File: src/hdl/ext_bus_pkg.sv
// Constants for the external bus state and wait controller.
// Assumes a 32-bit register slave with byte addresses of four times the index.
package ext_bus_pkg;
	localparam int ADDR_W = 10;
	localparam int AREA_W = 3;
	localparam int AREA_N = 8;
	// Register indices; byte address is the index times four
	localparam logic [7:0] AREA_SEL_IDX = 8'hed;
	localparam logic [7:0] WAIT_CTL_IDX = 8'hee;
	localparam logic [ADDR_W-1:0] AREA_SEL_ADDR = {AREA_SEL_IDX, 2'b00};
	localparam logic [ADDR_W-1:0] WAIT_CTL_ADDR = {WAIT_CTL_IDX, 2'b00};
	// Reset values and field layout
	localparam logic [7:0] AREA_SEL_RST = 8'hff;
	localparam logic [1:0] WAIT_MODE_RST = 2'h0;
	localparam logic [1:0] WAIT_COUNT_RST = 2'h3;
	localparam logic [3:0] WAIT_CTL_RSVD = 4'hf;
	localparam int WAIT_MODE_LSB = 2;
	localparam int WAIT_COUNT_LSB = 0;
	// Wait modes
	localparam logic [1:0] WM_PROG = 2'h0;
	localparam logic [1:0] WM_NONE = 2'h1;
	localparam logic [1:0] WM_PIN = 2'h2;
	localparam logic [1:0] WM_AUTO = 2'h3;
	typedef enum logic [4:0] {
		S_IDLE = 5'b00001,
		S_T1 = 5'b00010,
		S_T2 = 5'b00100,
		S_TW = 5'b01000,
		S_T3 = 5'b10000
	} bus_state_e;
endpackage : ext_bus_pkg

File: src/hdl/ext_bus_wait_ctrl.sv
// External bus cycle timing: per-area two/three-state access and wait-state insertion.
// Assumes a requester that drops i_acc_req by the edge that raises o_acc_done and a wait pin sampled
// synchronously to i_mclk; registers reached over Avalon-MM with waitrequest.
`timescale 1ns/10ps

////////////////////////////////////////////////////////////////////////////////
// Function
// - An area whose selection bit is 0 is accessed in two states.
// - An area whose selection bit is 1 is accessed in three states, all bits reset to 1.
// - The wait mode field picks programmable, none, pin-driven or pin auto-wait, reset 00.
// - The wait count field inserts zero to three wait states, reset 11.
module ext_bus_wait_ctrl (
	input wire logic i_mclk,
	input wire logic i_rstn,
	input wire logic [ext_bus_pkg::ADDR_W-1:0] i_avs_address,
	input wire logic i_avs_read,
	input wire logic i_avs_write,
	input wire logic [31:0] i_avs_writedata,
	input wire logic [3:0] i_avs_byteenable,
	output logic [31:0] o_avs_readdata,
	output logic o_avs_waitrequest,
	input wire logic i_acc_req,
	input wire logic [ext_bus_pkg::AREA_W-1:0] i_acc_area,
	input wire logic i_acc_write,
	input wire logic i_wait_n,
	output logic o_as_n,
	output logic o_rd_n,
	output logic o_wr_n,
	output logic o_acc_done,
	output logic o_busy
);
	import ext_bus_pkg::*;

	////////////////////////////////////////////////////////////////////////
	// Register slave
	logic [7:0] area_three_state_bits;
	logic wait_mode_sel_hi;
	logic wait_mode_sel_lo;
	logic wait_count_hi;
	logic wait_count_lo;
	logic [7:0] area_sel_next;
	logic [1:0] wait_mode_next;
	logic [1:0] wait_count_next;
	logic waitreq_reg;
	logic [31:0] rdata_reg;

	wire logic [1:0] wait_mode = {wait_mode_sel_hi, wait_mode_sel_lo};
	wire logic [1:0] wait_count = {wait_count_hi, wait_count_lo};
	wire logic bus_req = i_avs_read | i_avs_write;
	// Write takes effect only at the edge where waitrequest is seen low
	wire logic bus_go = bus_req & ~waitreq_reg;
	wire logic hit_area = (i_avs_address == AREA_SEL_ADDR);
	wire logic hit_wait = (i_avs_address == WAIT_CTL_ADDR);
	wire logic wr_lane0 = bus_go & i_avs_write & i_avs_byteenable[0];
	wire logic [7:0] wait_ctl_rd = {WAIT_CTL_RSVD, wait_mode, wait_count};
	// Unmapped addresses read as zero and ignore writes
	wire logic [7:0] rd_byte = hit_area ? area_three_state_bits :
		hit_wait ? wait_ctl_rd : 8'h00;

	assign area_sel_next = (wr_lane0 && hit_area) ? i_avs_writedata[7:0]
		: area_three_state_bits;
	assign wait_mode_next = (wr_lane0 && hit_wait)
		? i_avs_writedata[WAIT_MODE_LSB +: 2] : wait_mode;
	assign wait_count_next = (wr_lane0 && hit_wait)
		? i_avs_writedata[WAIT_COUNT_LSB +: 2] : wait_count;

	always_ff @(posedge i_mclk) begin
		if (!i_rstn) begin
			area_three_state_bits <= AREA_SEL_RST;
			{wait_mode_sel_hi, wait_mode_sel_lo} <= WAIT_MODE_RST;
			{wait_count_hi, wait_count_lo} <= WAIT_COUNT_RST;
		end else begin
			area_three_state_bits <= area_sel_next;
			{wait_mode_sel_hi, wait_mode_sel_lo} <= wait_mode_next;
			{wait_count_hi, wait_count_lo} <= wait_count_next;
		end
	end

	// One wait cycle per access keeps read data registered
	always_ff @(posedge i_mclk) begin
		if (!i_rstn) begin
			waitreq_reg <= 1'b1;
			rdata_reg <= 32'h0000_0000;
		end else begin
			waitreq_reg <= ~(bus_req & waitreq_reg);
			rdata_reg <= {24'h00_0000, rd_byte};
		end
	end

	assign o_avs_waitrequest = waitreq_reg;
	assign o_avs_readdata = rdata_reg;

	////////////////////////////////////////////////////////////////////////
	// Bus cycle sequencer
	bus_state_e state_reg;
	bus_state_e state_next;
	logic three_reg;
	logic wr_reg;
	logic [1:0] mode_reg;
	logic as_n_reg;
	logic rd_n_reg;
	logic wr_n_reg;
	logic done_reg;
	logic busy_reg;
	logic [1:0] waits_left;

	wire logic accept = (state_reg == S_IDLE) & i_acc_req;
	wire logic area_three = area_three_state_bits[i_acc_area];
	// Programmable waits always, auto-wait only when the pin asks
	wire logic use_count = (mode_reg == WM_PROG) | ((mode_reg == WM_AUTO) & ~i_wait_n);
	wire logic [1:0] load_waits = (three_reg & use_count) ? wait_count : 2'h0;
	wire logic in_t2 = (state_reg == S_T2);
	wire logic in_tw = (state_reg == S_TW);
	// pin mode waits on the pin
	wire logic pin_wait = (mode_reg == WM_PIN) & ~i_wait_n;
	wire logic enter_tw = three_reg & ((mode_reg == WM_PIN) ? pin_wait : load_waits != 2'h0);
	wire logic leave_tw = (mode_reg == WM_PIN) ? ~pin_wait : (waits_left <= 2'h1);

	ext_wait_counter u_wait_cnt (
		.i_mclk(i_mclk),
		.i_rstn(i_rstn),
		.i_load(in_t2),
		.i_load_val(load_waits),
		.i_dec(in_tw),
		.o_count(waits_left)
	);

	always_comb begin
		state_next = state_reg;
		case (state_reg)
			S_IDLE: begin
				if (i_acc_req)
					state_next = S_T1;
			end
			S_T1: state_next = S_T2;
			S_T2: begin
				if (!three_reg)
					state_next = S_IDLE;
				else if (enter_tw)
					state_next = S_TW;
				else
					state_next = S_T3;
			end
			S_TW: begin
				if (leave_tw)
					state_next = S_T3;
			end
			S_T3: state_next = S_IDLE;
			default: state_next = S_IDLE;
		endcase
	end

	wire logic active_next = (state_next != S_IDLE);
	wire logic wr_next = accept ? i_acc_write : wr_reg;
	wire logic finish = (state_reg != S_IDLE) & (state_next == S_IDLE);

	always_ff @(posedge i_mclk) begin
		if (!i_rstn) begin
			state_reg <= S_IDLE;
			three_reg <= 1'b1;
			wr_reg <= 1'b0;
			mode_reg <= WAIT_MODE_RST;
			as_n_reg <= 1'b1;
			rd_n_reg <= 1'b1;
			wr_n_reg <= 1'b1;
			done_reg <= 1'b0;
			busy_reg <= 1'b0;
		end else begin
			state_reg <= state_next;
			if (accept) begin
				three_reg <= area_three;
				mode_reg <= wait_mode;
			end
			wr_reg <= wr_next;
			as_n_reg <= ~active_next;
			rd_n_reg <= ~(active_next & ~wr_next);
			wr_n_reg <= ~(active_next & wr_next & (state_next != S_T1));
			done_reg <= finish;
			// Own flop so the busy output is not an inverter behind a register
			busy_reg <= active_next;
		end
	end

	assign o_as_n = as_n_reg;
	assign o_rd_n = rd_n_reg;
	assign o_wr_n = wr_n_reg;
	assign o_acc_done = done_reg;
	assign o_busy = busy_reg;

	////////////////////////////////////////////////////////////////////////
	// Checks
	logic [2:0] tw_seen_reg;
	logic [1:0] wc_at_t2_reg;
	always_ff @(posedge i_mclk) begin
		if (!i_rstn) begin
			tw_seen_reg <= 3'h0;
			wc_at_t2_reg <= 2'h0;
		end else begin
			tw_seen_reg <= (state_reg == S_T1) ? 3'h0 : tw_seen_reg + {2'h0, in_tw};
			if (in_t2)
				wc_at_t2_reg <= wait_count;
		end
	end
endmodule : ext_bus_wait_ctrl

File: src/hdl/ext_wait_counter.sv
// Down counter holding the wait states still to insert in one access.
// Assumes the caller loads it once per access and decrements it per wait state.
`timescale 1ns/10ps
module ext_wait_counter (
	input wire logic i_mclk,
	input wire logic i_rstn,
	input wire logic i_load,
	input wire logic [1:0] i_load_val,
	input wire logic i_dec,
	output logic [1:0] o_count
);
	logic [1:0] count_reg;
	wire logic [1:0] count_next = i_load ? i_load_val :
		(i_dec && count_reg != 2'h0) ? count_reg - 2'h1 : count_reg;

	always_ff @(posedge i_mclk) begin
		if (!i_rstn)
			count_reg <= 2'h0;
		else
			count_reg <= count_next;
	end

	assign o_count = count_reg;
endmodule : ext_wait_counter

File: config.mk
export PLATFORM = sky130hd
export DESIGN_NAME = ext_bus_wait_ctrl
export DESIGN_NICKNAME = d
export VERILOG_FILES = /design/src/hdl/ext_bus_pkg.sv /design/src/hdl/ext_bus_wait_ctrl.sv /design/src/hdl/ext_wait_counter.sv
export SDC_FILE = /design/constraint.sdc
export NUM_CORES = 1
export LEC_CHECK = 0
export BUFFER_PORTS_ARGS = -buffer_cell sky130_fd_sc_hd__buf_4
export CAP_MARGIN = 20
export CORE_MARGIN = 3
export CORE_UTILIZATION = 44
export CTS_CLUSTER_DIAMETER = 40
export DETAILED_ROUTE_END_ITERATION = 8
export PLACE_DENSITY = 0.88
export SETUP_SLACK_MARGIN = 0.4
export SYNTH_ARGS = -nofsm -noshare
export SYNTH_HDL_FRONTEND = slang
export SYNTH_HIERARCHICAL = 1
export SYNTH_SLANG_ARGS = --single-unit
File: constraint.sdc
create_clock -name i_mclk -period 2.25 [get_ports i_mclk]
set_input_delay 0.1125 -clock i_mclk [delete_from_list [all_inputs] [get_ports i_mclk]]
set_output_delay 0.1125 -clock i_mclk [all_outputs]
set_load 0.01 [all_outputs]
==> summary.md, run 1 <==
| Metric | Value |
|---|---|
| Status | `finished clean` |
| Fin. max-slew vios | `0` |
| Final Instance Area | `0.00209 mm^2` |
| FF-to-FF Start | `o_avs_waitrequest` |
| Detailed-route via count | `1377` |
| Post-cts resize count | `0` |
| Simple-Gate Fraction of Synth Area | `22.4%` |
| Worst R2R End | `wait_count_hi` |
| Grt total ovfl | `0` |
| Fin crit period | `1.52 ns` |
| Pwr/cell area | `614 mW/mm^2` |
| Share of layout cells above drive strength 1 | `25.4%` |
| Fin nets | `289` |
| Area after DPL | `0.00201 mm^2` |
| DRC viols | `0` |
| Post-synthesis async set-or-reset flop share | `0%` |
| Total GRT Usage | `15.3%` |
| Layout fillers | `350` |
| Core Region | `0.00372 mm^2` |
| Critical Path Source Type | `flip-flop` |
| Register area share after synthesis | `43.2%` |
| Vias in the first global route | `1257` |
| Worst setup EP type | `flip-flop` |
| Post-synthesis compound-gate area fraction | `8.75%` |
| Dpl hpwl | `2550 um` |
| Ant. Diodes | `0` |
| Synth Area in Adders | `0.729%` |
| HP Start | `i_avs_read` |
| Area Growth Syn to Fin | `22.1%` |
| First-pass GRT wire length | `5420 um` |
| # clock sinks | `37` |
| Top area cells in the synthesized netlist | `dfxtp_1 43%, buf_4 11%, mux2i_1 8.2%` |
| Largest family of logic cells by synthesized area | `simple AND/OR/NAND/NOR gates` |
| Initial DRC Count | `82` |
| RePlAce Congestion | `0.823` |
| Leading area contributor after synthesis | `dfxtp_1` |
| EDFF count, synth | `0` |
| Clock tree buffer depth | `2` |
| Die Y | `68.4 um` |
| Synth cell types | `38` |
| Largest net degree at the start of global routing | `23` |
| Clk_lat worst skew | `0.28 ns` |
| FF-to-FF setup slack | `0.73 ns` |
| Max Cap Viol | `0` |
| # rows | `22` |
| Vias per cell | `4.92` |
| Worst EP required | `2.42 ns` |
| Fin. Hold Viols | `0` |
| R2R cell count | `4` |
| IO Port Bufs | `42` |
| Final setup fails | `0` |
| Fmax | `657 MHz` |
| Mapped Cells | `184` |
| CTS tree | `yes` |
| Top-level I/O count | `94` |
| Seq. cell area | `741 um^2` |
| Die area | `0.00468 mm^2` |
| Cell area after synthesis | `0.00172 mm^2` |
| Post-DRT Antenna Nets | `0` |
| CP Max Fanout | `6` |
| Initial Utilization | `46.2%` |
| Hold EP | `o_avs_waitrequest` |
| CP Class | `reg -> reg` |
| Antenna violations before repair | `0` |
| Total power | `0.00129 W` |
| Clock Skews | `0.00379 ns` |
| Die X | `68.4 um` |
| Root buffer cell | `clkbuf_8` |
| Multiplexer share of the synthesized area | `10.8%` |
| Crit path DAT | `1.69 ns` |
| Leak | `0.897 nW` |
| FF+latch count, synth | `37` |
| VDD IR max | `0.414 mV` |
| Final period utilization | `67.6%` |
| Avg Cell Area, Syn | `9.32 um^2` |
| Final WL | `3410 um` |
| Wirelength per Cell | `12.2 um` |
| Hold path depth | `2` |
| Setup_tns | `0 ns` |
| Post-synthesis xor/xnor area fraction | `1.02%` |
| TritonRoute pass-1 iters | `4` |
| Hold buffer count at CTS | `0` |
| RSZ-0062 raised after global routing | `no` |
| Area of the multi-input gates | `840 um^2` |
| Synth top area share | `43.2%` |
| Post-CTS setup buffer count | `0` |
| H-tree depth | `2` |
| Worst Hold Class | `in -> reg` |
| YS warnings | `6` |
| Dominant synthesized flop cell | `dfxtp_1` |
| Clock Pin Slew Worst Setup and Hold Paths | `0.07 ns` |
| Total CTS buffers | `5` |
==> layer usage <==
| metal | vias to the layer above | track usage (%) | routed length, um |
|---|---|---|---|
| met1 | 641 | 17.0 | 1340 |
| met3 | 4 | 4.93 | 237 |
| li1 | 678 | - | - |
| met5 | - | 0 | 0 |
| met2 | 54 | 27.8 | 1810 |
| met4 | 0 | 3.97 | 23 |
==> where the power goes <==
group	leakage, nW	internal (W)	switching [W]
logic	0.552	0.0000703	0.0000801
registers	0.300	0.000674	0.0000110
clock network	0.0443	0.000243	0.000208
==> worst max-delay path, stage by stage (launching register included) <==
cell	delay (ns)
dfxtp_1	0.33
nand3b_1	0.25
nor4_4	0.51
mux2i_1	0.25
nand2_1	0.06
==> cells in the mapped netlist, drive strengths merged (2+ instances only) <==
library cell,n
a21oi,8
dfxtp,37
nor2,16
mux4,2
o21ai,4
nand2b,4
or3,2
clkbuf,2
o211ai,2
mux2i,14
nor3,5
nand4b,2
nand2,18
nor4,2
a22oi,5
nand3b,2
or2,2
nor2b,3
and2,2
nand3,5
buf,25
inv,8
==> final cells by class <==
cell class	instances	share of cell area [%]
clock buffer	7	4.12
tap	48	2.87
inverter	8	1.43
timing repair buffer	45	16.1
multi-input combinational	135	40.1
sequential	37	35.4
==> worst max path at each step <==
stage	start	end	slack [ns]
6_report	o_avs_waitrequest	wait_count_hi	0.73
5_1_grt	o_avs_waitrequest	wait_count_lo	0.58
4_1_cts	o_avs_waitrequest	wait_count_hi	0.72
3_5_place_dp	i_avs_address[6]	area_three_state_bits[2]	0.54
3_3_place_gp	i_avs_address[6]	wait_count_lo	0.57
2_1_floorplan	i_avs_address[6]	area_three_state_bits[0]	0.57
==> layout by cell type, fill, tap and decap left out <==
cell type	netlist	layout
nand2_1	18	18
o21a_1	1	1
nand4_1	1	1
o21ai_0	4	4
mux4_2	2	2
and3b_1	1	1
nor3b_1	1	1
a21boi_1	1	1
nor2b_1	2	2
clkbuf_1	2	1
dfxtp_1	37	37
mux2i_1	14	14
o211ai_1	2	2
a31oi_1	1	1
nor3_1	5	5
and2_1	2	2
ha_1	1	1
nand4b_1	2	2
o41ai_1	1	1
o21bai_1	1	1
or3_1	2	2
a21oi_1	8	8
conb_1	1	24
a22oi_1	5	5
xor2_1	1	1
inv_1	8	8
or4b_4	1	1
xnor2_1	1	1
or2_2	2	2
buf_4	24	45
clkbuf_8	0	6
nand3b_1	2	2
nand2b_1	4	4
nand3_1	5	5
nor2_1	16	16
and3_1	1	1
nor4_4	2	2
nor2b_4	1	1
==> stage by stage <==
step	setup slack, ns	hold slack, ns	std cells	util, %
floorplan	0.573	0.228	207	-
global placement	0.574	0.313	273	54.0
detailed placement	0.540	0.333	273	54.0
CTS	0.718	0.0286	280	56.4
global route	0.580	0.0246	280	56.4
finish	0.728	0.0314	280	56.4
==> cells by family after synthesis <==
logic type | count (synthesis)
adder cells (fa/ha/maj) | 1
buffers and inverters | 35
other | 1
multiplexers | 16
AO/OA/AOI/OAI | 24
XOR/XNOR | 2
AND/OR/NAND/NOR | 68
flip-flops | 37
Note: power is estimated with default switching activity, not from simulation.
==> run 2: changes to the inputs <==
- clock period: 2.25 -> 1.4 ns (I/O delays scaled with it)
==> run 2 against run 1 <==
Compared with the run above:
- clock skew is 0.0029 ns higher
- register-to-register slack worse by 0.69 ns
- worst setup slack got worse by 0.69 ns
- critical path type unchanged
- largest cell class unchanged
- largest power group unchanged
==> summary.md, run 2 (synthesis gave the netlist of run 1 again) <==
| Metric | Value |
|---|---|
| Post-DRT Antenna Nets | `0 (unchanged)` |
| Fin crit period | `1.36 ns (was 1.52 ns)` |
| Die area | `0.00468 mm^2 (unchanged)` |
| Global Route met2 Usage | `31.0% (was 27.8%)` |
| Final setup fails | `0 (unchanged)` |
| Largest net degree at the start of global routing | `23 (unchanged)` |
| CP Max Fanout | `8 (was 6)` |
| Fin nets | `304 (was 289)` |
| Clock tree buffer depth | `2 (unchanged)` |
| Total GRT Usage | `16.5% (was 15.3%)` |
| Clock Skews | `0.00667 ns (was 0.00379 ns)` |
| Grt peak-use layer | `met2 (unchanged)` |
| CTS tree | `yes (unchanged)` |
| Grt total ovfl | `0 (unchanged)` |
| Post-route insts no fill | `296 (was 280)` |
| Worst setup EP type | `flip-flop (unchanged)` |
| # clock sinks | `37 (unchanged)` |
| Initial DRC Count | `58 (was 82)` |
| Dpl hpwl | `2630 um (was 2550 um)` |
| CP Class | `reg -> reg (unchanged)` |
| Share of layout cells above drive strength 1 | `36.3% (was 25.4%)` |
| Top-level I/O count | `94 (unchanged)` |
| WHS | `0.00366 ns (was 0.0314 ns)` |
| RePlAce Congestion | `0.775 (was 0.823)` |
| Fin. max-slew vios | `0 (unchanged)` |
| Worst Hold Class | `in -> reg (unchanged)` |
| Final WL | `3670 um (was 3410 um)` |
| Core Region | `0.00372 mm^2 (unchanged)` |
| Detailed-route via count | `1412 (was 1377)` |
| Wirelength per Cell | `12.4 um (was 12.2 um)` |
| Antenna violations before repair | `0 (unchanged)` |
| IO Port Bufs | `42 (unchanged)` |
| Fin. Hold Viols | `0 (unchanged)` |
| Clk_lat worst skew | `0.29 ns (was 0.28 ns)` |
| Pwr/cell area | `905 mW/mm^2 (was 614 mW/mm^2)` |
| Die X | `68.4 um (unchanged)` |
| FF-to-FF setup slack | `0.04 ns (was 0.73 ns)` |
| Area Growth Syn to Fin | `39.8% (was 22.1%)` |
| H-tree depth | `2 (unchanged)` |
| Leak | `0.986 nW (was 0.897 nW)` |
| Status | `finished clean (unchanged)` |
| Global Route met3 Usage | `3.78% (was 4.93%)` |
| VDD IR max | `0.519 mV (was 0.414 mV)` |
| Initial Utilization | `46.2% (unchanged)` |
| Max Cap Viol | `0 (unchanged)` |
| Ant. Diodes | `0 (unchanged)` |
| RSZ-0062 raised after global routing | `yes (was no)` |
| First-pass GRT wire length | `5640 um (was 5420 um)` |
| Vias per cell | `4.77 (was 4.92)` |
| Setup_tns | `0 ns (unchanged)` |
| Fmax | `735 MHz (was 657 MHz)` |
| Clock Pin Slew Worst Setup and Hold Paths | `0.08 ns (was 0.07 ns)` |
| Total CTS buffers | `5 (unchanged)` |
| Placed insts | `277 (was 273)` |
| DRC viols | `0 (unchanged)` |
| # rows | `22 (unchanged)` |
| Total power | `0.00217 W (was 0.00129 W)` |
| Commonest non-fill, non-tap cell in the layout | `buf_4 (unchanged)` |
| Root buffer cell | `clkbuf_8 (unchanged)` |
| Final period utilization | `97.1% (was 67.6%)` |
| Die Y | `68.4 um (unchanged)` |
| Grt met1 use | `16.9% (was 17.0%)` |
| Worst EP required | `1.58 ns (was 2.42 ns)` |
| TritonRoute pass-1 iters | `4 (unchanged)` |
| Vias in the first global route | `1347 (was 1257)` |
| Critical Path Source Type | `flip-flop (unchanged)` |
| Crit path DAT | `1.54 ns (was 1.69 ns)` |
| Most frequent cells in the layout | `48 x buf_4, 29 x dfxtp_1, 24 x conb_1 (was 45 x buf_4, 37 x dfxtp_1, 24 x conb_1)` |
## run 2: changes by cell type in the layout (fill, tap and decap cells not counted), sizes merged
cell | previous run | this run
dlygate4sd3 | 0 | 10
buf | 45 | 50
clkbuf | 7 | 5
inv | 8 | 10
clkinv | 0 | 1
## run 2: layout make-up
type,instances,area [um^2]
fillers,312,1320
multi-input cells,135,966
flip-flops and latches,37,761
repair buffers,60,492
clock buffers,5,68.8
well taps,48,60.1
inverters,8,30.0
clock inverters,3,20.0
## run 2: worst paths after layout
path | end | cells after the start | startpoint
max reg2reg | area_three_state_bits[0] | 5 | o_avs_waitrequest
max | area_three_state_bits[0] | 5 | o_avs_waitrequest
min | o_rd_n | 3 | i_acc_write
min reg2reg | o_wr_n | 1 | wr_reg
## run 2: routing by layer
layer  routed length, um  vias to the layer above
met5                   0                        -
met4                  60                        0
met3                 229                        6
met2                1930                       48
met1                1460                      650
li1                    -                      708
## run 2: per-stage QoR
| stage | worst slack, ns | instance area, um^2 | utilization, % |
|---|---|---|---|
| 3_5_place_dp | -0.127 | 2140 | 57.5 |
| 3_3_place_gp | -0.0750 | 2140 | 57.5 |
| 5_1_grt | -0.0769 | 2400 | 64.5 |
| 2_1_floorplan | -0.189 | 1890 | - |
| 4_1_cts | 0.0131 | 2370 | 63.7 |
| 6_report | 0.0401 | 2400 | 64.5 |
## run 2: what timing repair did
item	in CTS	in global routing
setup endpoints to repair	35	36
setup buffers	1	0
pin swaps	7	2
hold buffers	10	0
gates resized for setup	9	6
hold endpoints to repair	10	0
cloned	0	0
## run 2: power by group
part | switching, W | internal (W)
sequential | 0.0000258 | 0.00108
clock | 0.000395 | 0.000354
combinational | 0.000150 | 0.000163
total | 0.000570 | 0.00160
## run 2: worst max-delay path, stage by stage (launching register included)
cell	delay, ns
dfxtp_2	0.32
nand3b_1	0.25
nor4_4	0.25
buf_12	0.18
mux2i_1	0.19
nand2_1	0.06
